--- src/rtl/fsr_pkg.sv ---
package fsr_pkg;

   ////////////////////////////////////////////////////////////////////////////
   // host i/o addresses at the primary base
   localparam logic [9:0] FSR_ADDR_STATUS_B = 10'h3F1;
   localparam logic [9:0] FSR_ADDR_OUTPUT = 10'h3F2;
   localparam logic [9:0] FSR_ADDR_TAPE = 10'h3F3;
   localparam logic [9:0] FSR_ADDR_DIGITAL_IN = 10'h3F7;

   ////////////////////////////////////////////////////////////////////////////
   // digital_output_control field positions
   localparam int FSR_DOC_SEL_LO = 0;
   localparam int FSR_DOC_SEL_HI = 1;
   localparam int FSR_DOC_RESET_N = 2;
   localparam int FSR_DOC_DMA_EN = 3;
   localparam int FSR_DOC_MOTOR0 = 4;
   localparam int FSR_DOC_MOTOR1 = 5;
   localparam int FSR_DOC_MOTOR2 = 6;
   localparam int FSR_DOC_MOTOR3 = 7;

   ////////////////////////////////////////////////////////////////////////////
   // drive_pin_status_b field positions
   localparam int FSR_STB_MOTOR0 = 0;
   localparam int FSR_STB_MOTOR1 = 1;
   localparam int FSR_STB_WRITE_GATE = 2;
   localparam int FSR_STB_RDATA = 3;
   localparam int FSR_STB_WDATA = 4;
   localparam int FSR_STB_SEL0 = 5;
   localparam int FSR_STB_SEL1 = 6;
   localparam int FSR_STB_TOP = 7;

   ////////////////////////////////////////////////////////////////////////////
   // reset values and fixed read patterns
   localparam logic [7:0] FSR_DOC_RESET = 8'h00;
   localparam logic [1:0] FSR_TAPE_RESET = 2'h0;
   localparam logic [7:0] FSR_OE_ALL = 8'hFF;
   localparam logic [7:0] FSR_OE_NONE = 8'h00;
   localparam logic [7:0] FSR_OE_TAPE = 8'h03;

   ////////////////////////////////////////////////////////////////////////////
   // timing: least soft reset width
   localparam int FSR_CLK_PERIOD_PS = 8000;
   localparam int FSR_SOFT_RST_MIN_NS = 100;
   localparam int FSR_SOFT_RST_CYC = (FSR_SOFT_RST_MIN_NS * 1000 + FSR_CLK_PERIOD_PS - 1) / FSR_CLK_PERIOD_PS;

   ////////////////////////////////////////////////////////////////////////////
   // compatibility modes of the status register
   typedef enum logic [1:0]
   {
      FSR_MODE_PLAIN,
      FSR_MODE_EXTENDED,
      FSR_MODE_LATCHED
   } fsr_mode_t;

endpackage

--- src/rtl/fsr_regs.sv ---
`timescale 1ns/1ps

// Summary of operation
// plain mode: status b reads leave bus undriven
// extended bits 0,1 show motor pin states
// extended bit 2 shows write gate level
// extended bits 3,4 toggle on data edges
// extended bit 5 mirrors drive select bit 0
// extended bits 6,7 always read one
// latched bit 2 catches write gate rise
// latched bits 3,4 catch data inactive edges
// latched bits 5,6 show select pins low
// output register writable, hard reset clears
// select field decoded, one drive only
// bit 2 zero holds controller reset
// short soft reset stretched to 100ns
// plain/latched: bit 3 enables dma pins
// extended: dma pins always enabled
// bits 4,5 drive motor outputs
// host writes 1CH or 2DH to activate
// tape register holds assigned drive number
// tape reads float bits 7:2, survive soft reset
// normal decode of selects and motors
// swapped decode exchanges drive 0 and 1
// digital input read clears latched bits
// mode and swap are static inputs
module fsr_regs
#(
   parameter int SOFT_RST_CYC = fsr_pkg::FSR_SOFT_RST_CYC
)
(
   // clock and hardware reset
   input wire logic mclk_in,
   input wire logic sys_rst_in,
   // host i/o port
   input wire logic [9:0] io_addr_in,
   input wire logic io_rd_in,
   input wire logic io_wr_in,
   input wire logic [7:0] io_wdata_in,
   output logic [7:0] io_rdata_out,
   output logic [7:0] io_rdata_oe_out,
   // static configuration
   input wire fsr_pkg::fsr_mode_t mode_in,
   input wire logic swap_drives_in,
   // drive activity from the controller core and the pin
   input wire logic write_gate_in,
   input wire logic write_data_in,
   input wire logic read_data_low_in,
   // drive pins, active low
   output logic drive_sel_0_low_out,
   output logic drive_sel_1_low_out,
   output logic motor_out_0_low_out,
   output logic motor_out_1_low_out,
   // controller side controls
   output logic soft_reset_out,
   output logic dma_irq_pin_enable_out
);

   import fsr_pkg::*;

   ////////////////////////////////////////////////////////////////////////////
   // declarations
   // host registers
   logic [7:0] doc_reg; // digital_output_control
   logic [7:0] doc_next;
   logic [1:0] tape_reg; // tape_drive_assign number
   logic [1:0] tape_next;

   // pin activity state
   logic read_data_low; // filtered read data pin
   logic rdata_prev_reg;
   logic wdata_prev_reg;
   logic write_gate_prev_reg;
   logic rdata_tog_reg;
   logic rdata_tog_next;
   logic wdata_tog_reg;
   logic wdata_tog_next;
   logic write_gate_lat_reg;
   logic write_gate_lat_next;
   logic rdata_lat_reg;
   logic rdata_lat_next;
   logic wdata_lat_reg;
   logic wdata_lat_next;

   // soft reset stretch
   logic [7:0] srst_cnt_reg;
   logic [7:0] srst_cnt_next;

   // drive pins
   logic ds0_low_reg;
   logic ds0_low_next;
   logic ds1_low_reg;
   logic ds1_low_next;
   logic mt0_low_reg;
   logic mt0_low_next;
   logic mt1_low_reg;
   logic mt1_low_next;
   logic srst_reg;
   logic srst_next;
   logic dma_en_reg;
   logic dma_en_next;

   // read answer
   logic [7:0] rdata_reg;
   logic [7:0] rdata_next;
   logic [7:0] oe_reg;
   logic [7:0] oe_next;

   // edge events and strobes
   logic rdata_rise_evt; // low pin released: inactive edge
   logic wdata_fall_evt; // internal data inactive edge
   logic write_gate_rise_evt;
   logic dir_read;
   logic [7:0] status_b;

   ////////////////////////////////////////////////////////////////////////////
   // address match helper
   function automatic logic fsr_hit(input logic [9:0] addr, input logic [9:0] ref_addr);
      fsr_hit = (addr == ref_addr);
   endfunction

   ////////////////////////////////////////////////////////////////////////////
   // read data pin comes from outside: synchronise and filter
   fsr_pin_sync u_rdata_sync
   (
      .mclk_in(mclk_in),
      .sys_rst_in(sys_rst_in),
      .pin_in(read_data_low_in),
      .level_out(read_data_low)
   );

   ////////////////////////////////////////////////////////////////////////////
   // edge detection on data and gate activity
   always_comb
   begin
      rdata_rise_evt = read_data_low & ~rdata_prev_reg;
      wdata_fall_evt = wdata_prev_reg & ~write_data_in;
      write_gate_rise_evt = write_gate_in & ~write_gate_prev_reg;
      dir_read = io_rd_in & fsr_hit(io_addr_in, FSR_ADDR_DIGITAL_IN);
   end

   ////////////////////////////////////////////////////////////////////////////
   // host register writes
   always_comb
   begin
      doc_next = doc_reg;
      tape_next = tape_reg;
      // output register takes a write at any time
      if (io_wr_in && fsr_hit(io_addr_in, FSR_ADDR_OUTPUT))
      begin
         doc_next = io_wdata_in;
      end
      // tape register keeps only the drive number
      if (io_wr_in && fsr_hit(io_addr_in, FSR_ADDR_TAPE))
      begin
         tape_next = io_wdata_in[1:0];
      end
   end

   ////////////////////////////////////////////////////////////////////////////
   // toggles and latches of the drive activity
   always_comb
   begin
      rdata_tog_next = rdata_tog_reg ^ rdata_rise_evt;
      wdata_tog_next = wdata_tog_reg ^ wdata_fall_evt;
      write_gate_lat_next = write_gate_lat_reg;
      rdata_lat_next = rdata_lat_reg;
      wdata_lat_next = wdata_lat_reg;
      // digital input read clears the latches
      if (dir_read)
      begin
         write_gate_lat_next = 1'b0;
         rdata_lat_next = 1'b0;
         wdata_lat_next = 1'b0;
      end
      // a new edge wins over the clear
      if (write_gate_rise_evt)
      begin
         write_gate_lat_next = 1'b1;
      end
      if (rdata_rise_evt)
      begin
         rdata_lat_next = 1'b1;
      end
      // write data latch is not qualified by write gate
      if (wdata_fall_evt)
      begin
         wdata_lat_next = 1'b1;
      end
   end

   ////////////////////////////////////////////////////////////////////////////
   // soft reset: held while bit 2 is zero, stretched to the least width
   always_comb
   begin
      srst_cnt_next = srst_cnt_reg;
      if (!doc_reg[FSR_DOC_RESET_N])
      begin
         srst_cnt_next = 8'(SOFT_RST_CYC);
      end
      else if (srst_cnt_reg != 8'h00)
      begin
         srst_cnt_next = srst_cnt_reg - 8'h01;
      end
      // active from the first cycle bit 2 is low until the count ends
      srst_next = !doc_next[FSR_DOC_RESET_N] || (srst_cnt_next != 8'h00);
   end

   ////////////////////////////////////////////////////////////////////////////
   // drive select and motor decode, next pin levels
   always_comb
   begin
      logic sel_a; // drive 0 of the register view
      logic sel_b; // drive 1 of the register view
      sel_a = (doc_next[FSR_DOC_SEL_HI:FSR_DOC_SEL_LO] == 2'h0) && doc_next[FSR_DOC_MOTOR0];
      sel_b = (doc_next[FSR_DOC_SEL_HI:FSR_DOC_SEL_LO] == 2'h1) && doc_next[FSR_DOC_MOTOR1];
      if (swap_drives_in)
      begin
         // swapped: register drive 0 appears on pin drive 1
         ds0_low_next = ~sel_b;
         ds1_low_next = ~sel_a;
         mt0_low_next = ~doc_next[FSR_DOC_MOTOR1];
         mt1_low_next = ~doc_next[FSR_DOC_MOTOR0];
      end
      else
      begin
         // normal order
         ds0_low_next = ~sel_a;
         ds1_low_next = ~sel_b;
         mt0_low_next = ~doc_next[FSR_DOC_MOTOR0];
         mt1_low_next = ~doc_next[FSR_DOC_MOTOR1];
      end
      // dma and interrupt pins
      if (mode_in == FSR_MODE_EXTENDED)
      begin
         dma_en_next = 1'b1;
      end
      else
      begin
         dma_en_next = doc_next[FSR_DOC_DMA_EN];
      end
   end

   ////////////////////////////////////////////////////////////////////////////
   // status register b layout per mode
   always_comb
   begin
      status_b = 8'h00;
      case (mode_in)
         FSR_MODE_EXTENDED:
         begin
            status_b[FSR_STB_MOTOR0] = ~mt0_low_reg;
            status_b[FSR_STB_MOTOR1] = ~mt1_low_reg;
            status_b[FSR_STB_WRITE_GATE] = write_gate_in;
            status_b[FSR_STB_RDATA] = rdata_tog_reg;
            status_b[FSR_STB_WDATA] = wdata_tog_reg;
            status_b[FSR_STB_SEL0] = doc_reg[FSR_DOC_SEL_LO];
            status_b[FSR_STB_SEL1] = 1'b1;
            status_b[FSR_STB_TOP] = 1'b1;
         end
         FSR_MODE_LATCHED:
         begin
            // unsupported drive 2 and 3 selects read inactive
            status_b[FSR_STB_MOTOR0] = 1'b1;
            status_b[FSR_STB_MOTOR1] = 1'b1;
            status_b[FSR_STB_WRITE_GATE] = write_gate_lat_reg;
            status_b[FSR_STB_RDATA] = rdata_lat_reg;
            status_b[FSR_STB_WDATA] = wdata_lat_reg;
            status_b[FSR_STB_SEL0] = ds0_low_reg;
            status_b[FSR_STB_SEL1] = ds1_low_reg;
            // second drive sense is absent: reads inactive
            status_b[FSR_STB_TOP] = 1'b1;
         end
         default:
         begin
            status_b = 8'h00;
         end
      endcase
   end

   ////////////////////////////////////////////////////////////////////////////
   // read answer, one cycle after the strobe
   always_comb
   begin
      rdata_next = 8'h00;
      oe_next = FSR_OE_NONE;
      if (io_rd_in)
      begin
         if (fsr_hit(io_addr_in, FSR_ADDR_STATUS_B))
         begin
            if (mode_in != FSR_MODE_PLAIN)
            begin
               rdata_next = status_b;
               oe_next = FSR_OE_ALL;
            end
         end
         else if (fsr_hit(io_addr_in, FSR_ADDR_OUTPUT))
         begin
            rdata_next = doc_reg;
            oe_next = FSR_OE_ALL;
         end
         else if (fsr_hit(io_addr_in, FSR_ADDR_TAPE))
         begin
            // only the drive number is driven
            rdata_next = {6'h00, tape_reg};
            oe_next = FSR_OE_TAPE;
         end
      end
   end

   ////////////////////////////////////////////////////////////////////////////
   // registers: hardware reset loads their start values; soft reset touches none
   always_ff @(posedge mclk_in)
   begin
      if (sys_rst_in)
      begin
         doc_reg <= FSR_DOC_RESET;
         tape_reg <= FSR_TAPE_RESET;
         rdata_prev_reg <= 1'b1;
         wdata_prev_reg <= 1'b0;
         write_gate_prev_reg <= 1'b0;
         rdata_tog_reg <= 1'b0;
         wdata_tog_reg <= 1'b0;
         write_gate_lat_reg <= 1'b0;
         rdata_lat_reg <= 1'b0;
         wdata_lat_reg <= 1'b0;
         srst_cnt_reg <= 8'h00;
         srst_reg <= 1'b1;
         ds0_low_reg <= 1'b1;
         ds1_low_reg <= 1'b1;
         mt0_low_reg <= 1'b1;
         mt1_low_reg <= 1'b1;
         dma_en_reg <= (mode_in == FSR_MODE_EXTENDED);
         rdata_reg <= 8'h00;
         oe_reg <= FSR_OE_NONE;
      end
      else
      begin
         doc_reg <= doc_next;
         tape_reg <= tape_next;
         rdata_prev_reg <= read_data_low;
         wdata_prev_reg <= write_data_in;
         write_gate_prev_reg <= write_gate_in;
         rdata_tog_reg <= rdata_tog_next;
         wdata_tog_reg <= wdata_tog_next;
         write_gate_lat_reg <= write_gate_lat_next;
         rdata_lat_reg <= rdata_lat_next;
         wdata_lat_reg <= wdata_lat_next;
         srst_cnt_reg <= srst_cnt_next;
         srst_reg <= srst_next;
         ds0_low_reg <= ds0_low_next;
         ds1_low_reg <= ds1_low_next;
         mt0_low_reg <= mt0_low_next;
         mt1_low_reg <= mt1_low_next;
         dma_en_reg <= dma_en_next;
         rdata_reg <= rdata_next;
         oe_reg <= oe_next;
      end
   end

   ////////////////////////////////////////////////////////////////////////////
   // outputs straight from flip-flops
   assign io_rdata_out = rdata_reg;
   assign io_rdata_oe_out = oe_reg;
   assign drive_sel_0_low_out = ds0_low_reg;
   assign drive_sel_1_low_out = ds1_low_reg;
   assign motor_out_0_low_out = mt0_low_reg;
   assign motor_out_1_low_out = mt1_low_reg;
   assign soft_reset_out = srst_reg;
   assign dma_irq_pin_enable_out = dma_en_reg;

endmodule

--- src/rtl/fsr_pin_sync.sv ---
`timescale 1ns/1ps

// three-stage synchroniser with agreement filter for a pin input
module fsr_pin_sync
(
   // clock and reset
   input wire logic mclk_in,
   input wire logic sys_rst_in,
   // asynchronous pin level
   input wire logic pin_in,
   // filtered level in the clock domain
   output logic level_out
);

   logic stage1_reg; // metastability catcher, read only by stage2
   logic stage2_reg;
   logic stage3_reg;
   logic level_reg;
   logic level_next;

   ////////////////////////////////////////////////////////////////////////////
   // accept a change once stages two and three agree
   always_comb
   begin
      level_next = level_reg;
      if (stage2_reg == stage3_reg)
      begin
         level_next = stage3_reg;
      end
   end

   ////////////////////////////////////////////////////////////////////////////
   // shift chain and filtered level
   always_ff @(posedge mclk_in)
   begin
      if (sys_rst_in)
      begin
         stage1_reg <= 1'b1;
         stage2_reg <= 1'b1;
         stage3_reg <= 1'b1;
         level_reg <= 1'b1;
      end
      else
      begin
         stage1_reg <= pin_in;
         stage2_reg <= stage1_reg;
         stage3_reg <= stage2_reg;
         level_reg <= level_next;
      end
   end

   assign level_out = level_reg;

endmodule

--- config.mk ---
export PLATFORM = sky130hd
export DESIGN_NAME = fsr_regs
export DESIGN_NICKNAME = d
export VERILOG_FILES = /design/src/rtl/fsr_pkg.sv /design/src/rtl/fsr_regs.sv /design/src/rtl/fsr_pin_sync.sv
export SDC_FILE = /design/constraint.sdc
export NUM_CORES = 1
export LEC_CHECK = 0
export ABC_AREA = 1
export BUFFER_PORTS_ARGS = -buffer_cell sky130_fd_sc_hd__buf_2
export CAP_MARGIN = 20
export CORE_ASPECT_RATIO = 1.4
export CORE_MARGIN = 2
export CORE_UTILIZATION = 30
export DETAILED_ROUTE_END_ITERATION = 16
export GPL_TIMING_DRIVEN = 0
export HOLD_SLACK_MARGIN = 0.02
export PLACE_DENSITY = 0.57
export SLEW_MARGIN = 20
export SYNTH_ARGS = -nofsm -noshare
export SYNTH_HDL_FRONTEND = slang
export SYNTH_HIERARCHICAL = 1
export SYNTH_SLANG_ARGS = --single-unit
export TNS_END_PERCENT = 20
--- constraint.sdc ---
create_clock -name mclk_in -period 1.9 [get_ports mclk_in]
set_clock_uncertainty 0.1 [all_clocks]
set_input_delay 0.19 -clock mclk_in [delete_from_list [all_inputs] [get_ports mclk_in]]
set_output_delay 0.19 -clock mclk_in [all_outputs]
set_load 0.005 [all_outputs]
==> results.json <==
{
  "reg2reg_depth": 11,
  "die_y_um": 107,
  "fmax_ghz": 0.600,
  "cts.clk_slew.worst_paths_ns": 0.09,
  "grt_usage_pct": 12.1,
  "vias": 1909,
  "synth_commonest_cells": "dfxtp_1, nand2_1, inv_1, nor2_1, a21oi_1",
  "grt_pass1_vias": 1830,
  "nNetsFinal": 389,
  "yosys.cell_types.count": 30,
  "synth_edf_count": 0,
  "rsz0062_at_grt": "no",
  "finalSetupViolCount": 0,
  "fin_setup_tns_ns": 0,
  "cts_tree": "built",
  "overflow": 0,
  "ys.flop_type": "dfxtp_1",
  "maxCapViolCount": 0,
  "insertion_delay_ns": 0.30,
  "cts_buffers": 5,
  "avgRoutedWirePerCell_um": 10.5,
  "grt_pass1_wl_um": 8000,
  "synth_top_cell_by_area": "dfxtp_1",
  "drive_gt1_share_pct": 32.5,
  "synth_nets": 329,
  "crit_arrival_ns": 1.77,
  "cts-root-buf": "clkbuf_8",
  "post-cts-setup-buffers": 0,
  "first_pass_iters": 6,
  "grt_max_degree": 17,
  "clockBufferDepth": 2,
  "critPathLaunch": "srst_cnt_reg[0]",
  "stdcell_area_um2": 2780,
  "yosys-top-cells-area": "dfxtp_1, nand2_1, inv_1, nor2_1, nand2_2",
  "grt_antenna_before_repair": 0,
  "io_pins": 50,
  "syn_area_per_cell_um2": 7.70,
  "leakage_nw": 1.30,
  "cts_sinks": 46,
  "cp_data_required_time_ns": 2.01,
  "multi_input_area_um2": 1090,
  "crit_fanout": 6,
  "synth-seq-cells": 46,
  "area_growth_pct": 22.0,
  "rows": 37,
  "finalCritPeriodShare_pct": 87.7,
  "htreeDepth": 2,
  "fillers": 785,
  "crit_end": "soft_reset_out",
  "setup_ws_ns": 0.235,
  "drtIter0Drc": 59,
  "gp_congestion": 0.838,
  "start_kind": "flop",
  "place_ws_ns": 0.280,
  "die_w_um": 77.7,
  "drc": 0,
  "r2r_setup_slack_ns": 0.23,
  "dp_hpwl_um": 3720,
  "irDropWorstVdd_mv": 0.216,
  "r2r_end": "soft_reset_out",
  "antenna_cells": 0,
  "worst_pin_slew_ns": 0.519,
  "fp.dieArea_um2": 8320,
  "port_buffers": 49,
  "hold_viol": 0,
  "syn_area_um2": 2280,
  "finalWirelength_um": 4770,
  "drv_slew": 0,
  "relSlewSlack_pct": 65.4,
  "hp-class": "in -> reg",
  "initial_core_util_pct": 31.0,
  "async_reset_ff_share_pct": 0,
  "worstSetupPathType": "reg -> reg",
  "core_um2": 7360,
  "ys_seq_area_share_pct": 40.4,
  "synth_top_area_share_pct": 40.4,
  "cp-end-kind": "flop",
  "power_density_nw_per_um2": 636,
  "place_area_um2": 2650,
  "syn_inst": 296,
  "area.sequential_um2": 921,
  "drt-vias-per-instance": 4.20,
  "synth-warning-count": 6,
  "antenna_left": 0,
  "status": "finished, final reports clean",
  "r2r_start": "srst_cnt_reg[0]",
  "fin_crit_ns": 1.67
}
## what timing repair did
| action | 4_1_cts | 5_1_grt |
|---|---|---|
| hold endpoints to repair | 4 | 0 |
| hold buffers | 4 | 0 |
| resized for setup | 0 | 1 |
| endpoints found under the setup margin | 0 | 1 |
## logic make-up (layout without fill, tap and decap cells)
| family | Yosys count | count (layout) | synth area share, % |
|---|---|---|---|
| compound gates | 44 | 44 | 11.4 |
| xor+xnor | 5 | 5 | 1.92 |
| fa+ha+maj | 5 | 5 | 2.75 |
| buf+inv | 63 | 124 | 11.9 |
| flops | 46 | 46 | 40.4 |
| simple gates | 133 | 133 | 31.6 |
## final cells by class
cell class | count | area share (%)
buffer | 10 | 2.61
timing repair buffer | 53 | 10.3
clock inverter | 3 | 0.855
inverter | 53 | 7.16
sequential | 46 | 33.1
clock buffer | 5 | 2.48
multi-input combinational | 187 | 39.2
tap | 97 | 4.37
## critical path, stage by stage, from the launching register on
cell	delay, ns
dfxtp_1	0.33
inv_1	0.13
ha_1	0.17
inv_1	0.04
nor2_1	0.09
nand2_1	0.15
nand2_2	0.15
inv_2	0.05
nand3_1	0.10
nand3_1	0.10
nor2_1	0.11
nand2_1	0.06
## per-layer routing
metal | wire length, um | track usage [%]
met1 | 2040 | 12.3
met3 | 233 | 2.44
met5 | 0 | 0
met2 | 2400 | 23.3
met4 | 104 | 5.36
## worst min-delay path by stage
| stage | startpoint | cells past startpoint | endpoint | slack (ns) |
|---|---|---|---|---|
| 2_1_floorplan | sys_rst_in | 2 | u_rdata_sync/stage3_reg | 0.17 |
| 3_3_place_gp | read_data_low_in | 2 | u_rdata_sync/stage1_reg | 0.27 |
| 3_5_place_dp | read_data_low_in | 2 | u_rdata_sync/stage1_reg | 0.28 |
| 4_1_cts | io_wdata_in[1] | 3 | tape_reg[1] | 0.04 |
| 5_1_grt | io_wdata_in[0] | 3 | tape_reg[0] | 0.05 |
| 6_report | io_wdata_in[1] | 3 | tape_reg[1] | 0.05 |
## layout by cell type (no fill, tap or decap), types with 4 or more instances in the layout
cell	count
buf_2	50
dfxtp_1	46
inv_1	45
nand2_1	45
nor2_1	33
nand2_2	14
a21oi_1	14
o21ai_0	13
nand3_1	11
inv_2	8
buf_4	7
a21oi_2	7
nor2_2	6
nand2_4	5
xor2_1	5
nand4_1	5
o21ai_1	5
ha_1	5
clkbuf_8	5
dlygate4sd3_1	4
## report_power, final
group | switching (mW) | internal (mW) | total (mW)
Combinational | 0.0978 | 0.0600 | 0.158
Clock | 0.364 | 0.264 | 0.628
Sequential | 0.00548 | 0.977 | 0.983
## stage by stage
step | hold WS [ns] | power, mW | std cells | util, %
after floorplan | 0.170 | 1.10 | 296 | -
after global placement | 0.270 | 1.16 | 442 | 35.9
after detailed placement | 0.278 | 1.16 | 442 | 35.9
after CTS | 0.0410 | 1.79 | 454 | 37.7
after global routing | 0.0527 | 1.84 | 454 | 37.8
final | 0.0494 | 1.77 | 454 | 37.8
Note: power is estimated with default switching activity, not from simulation.
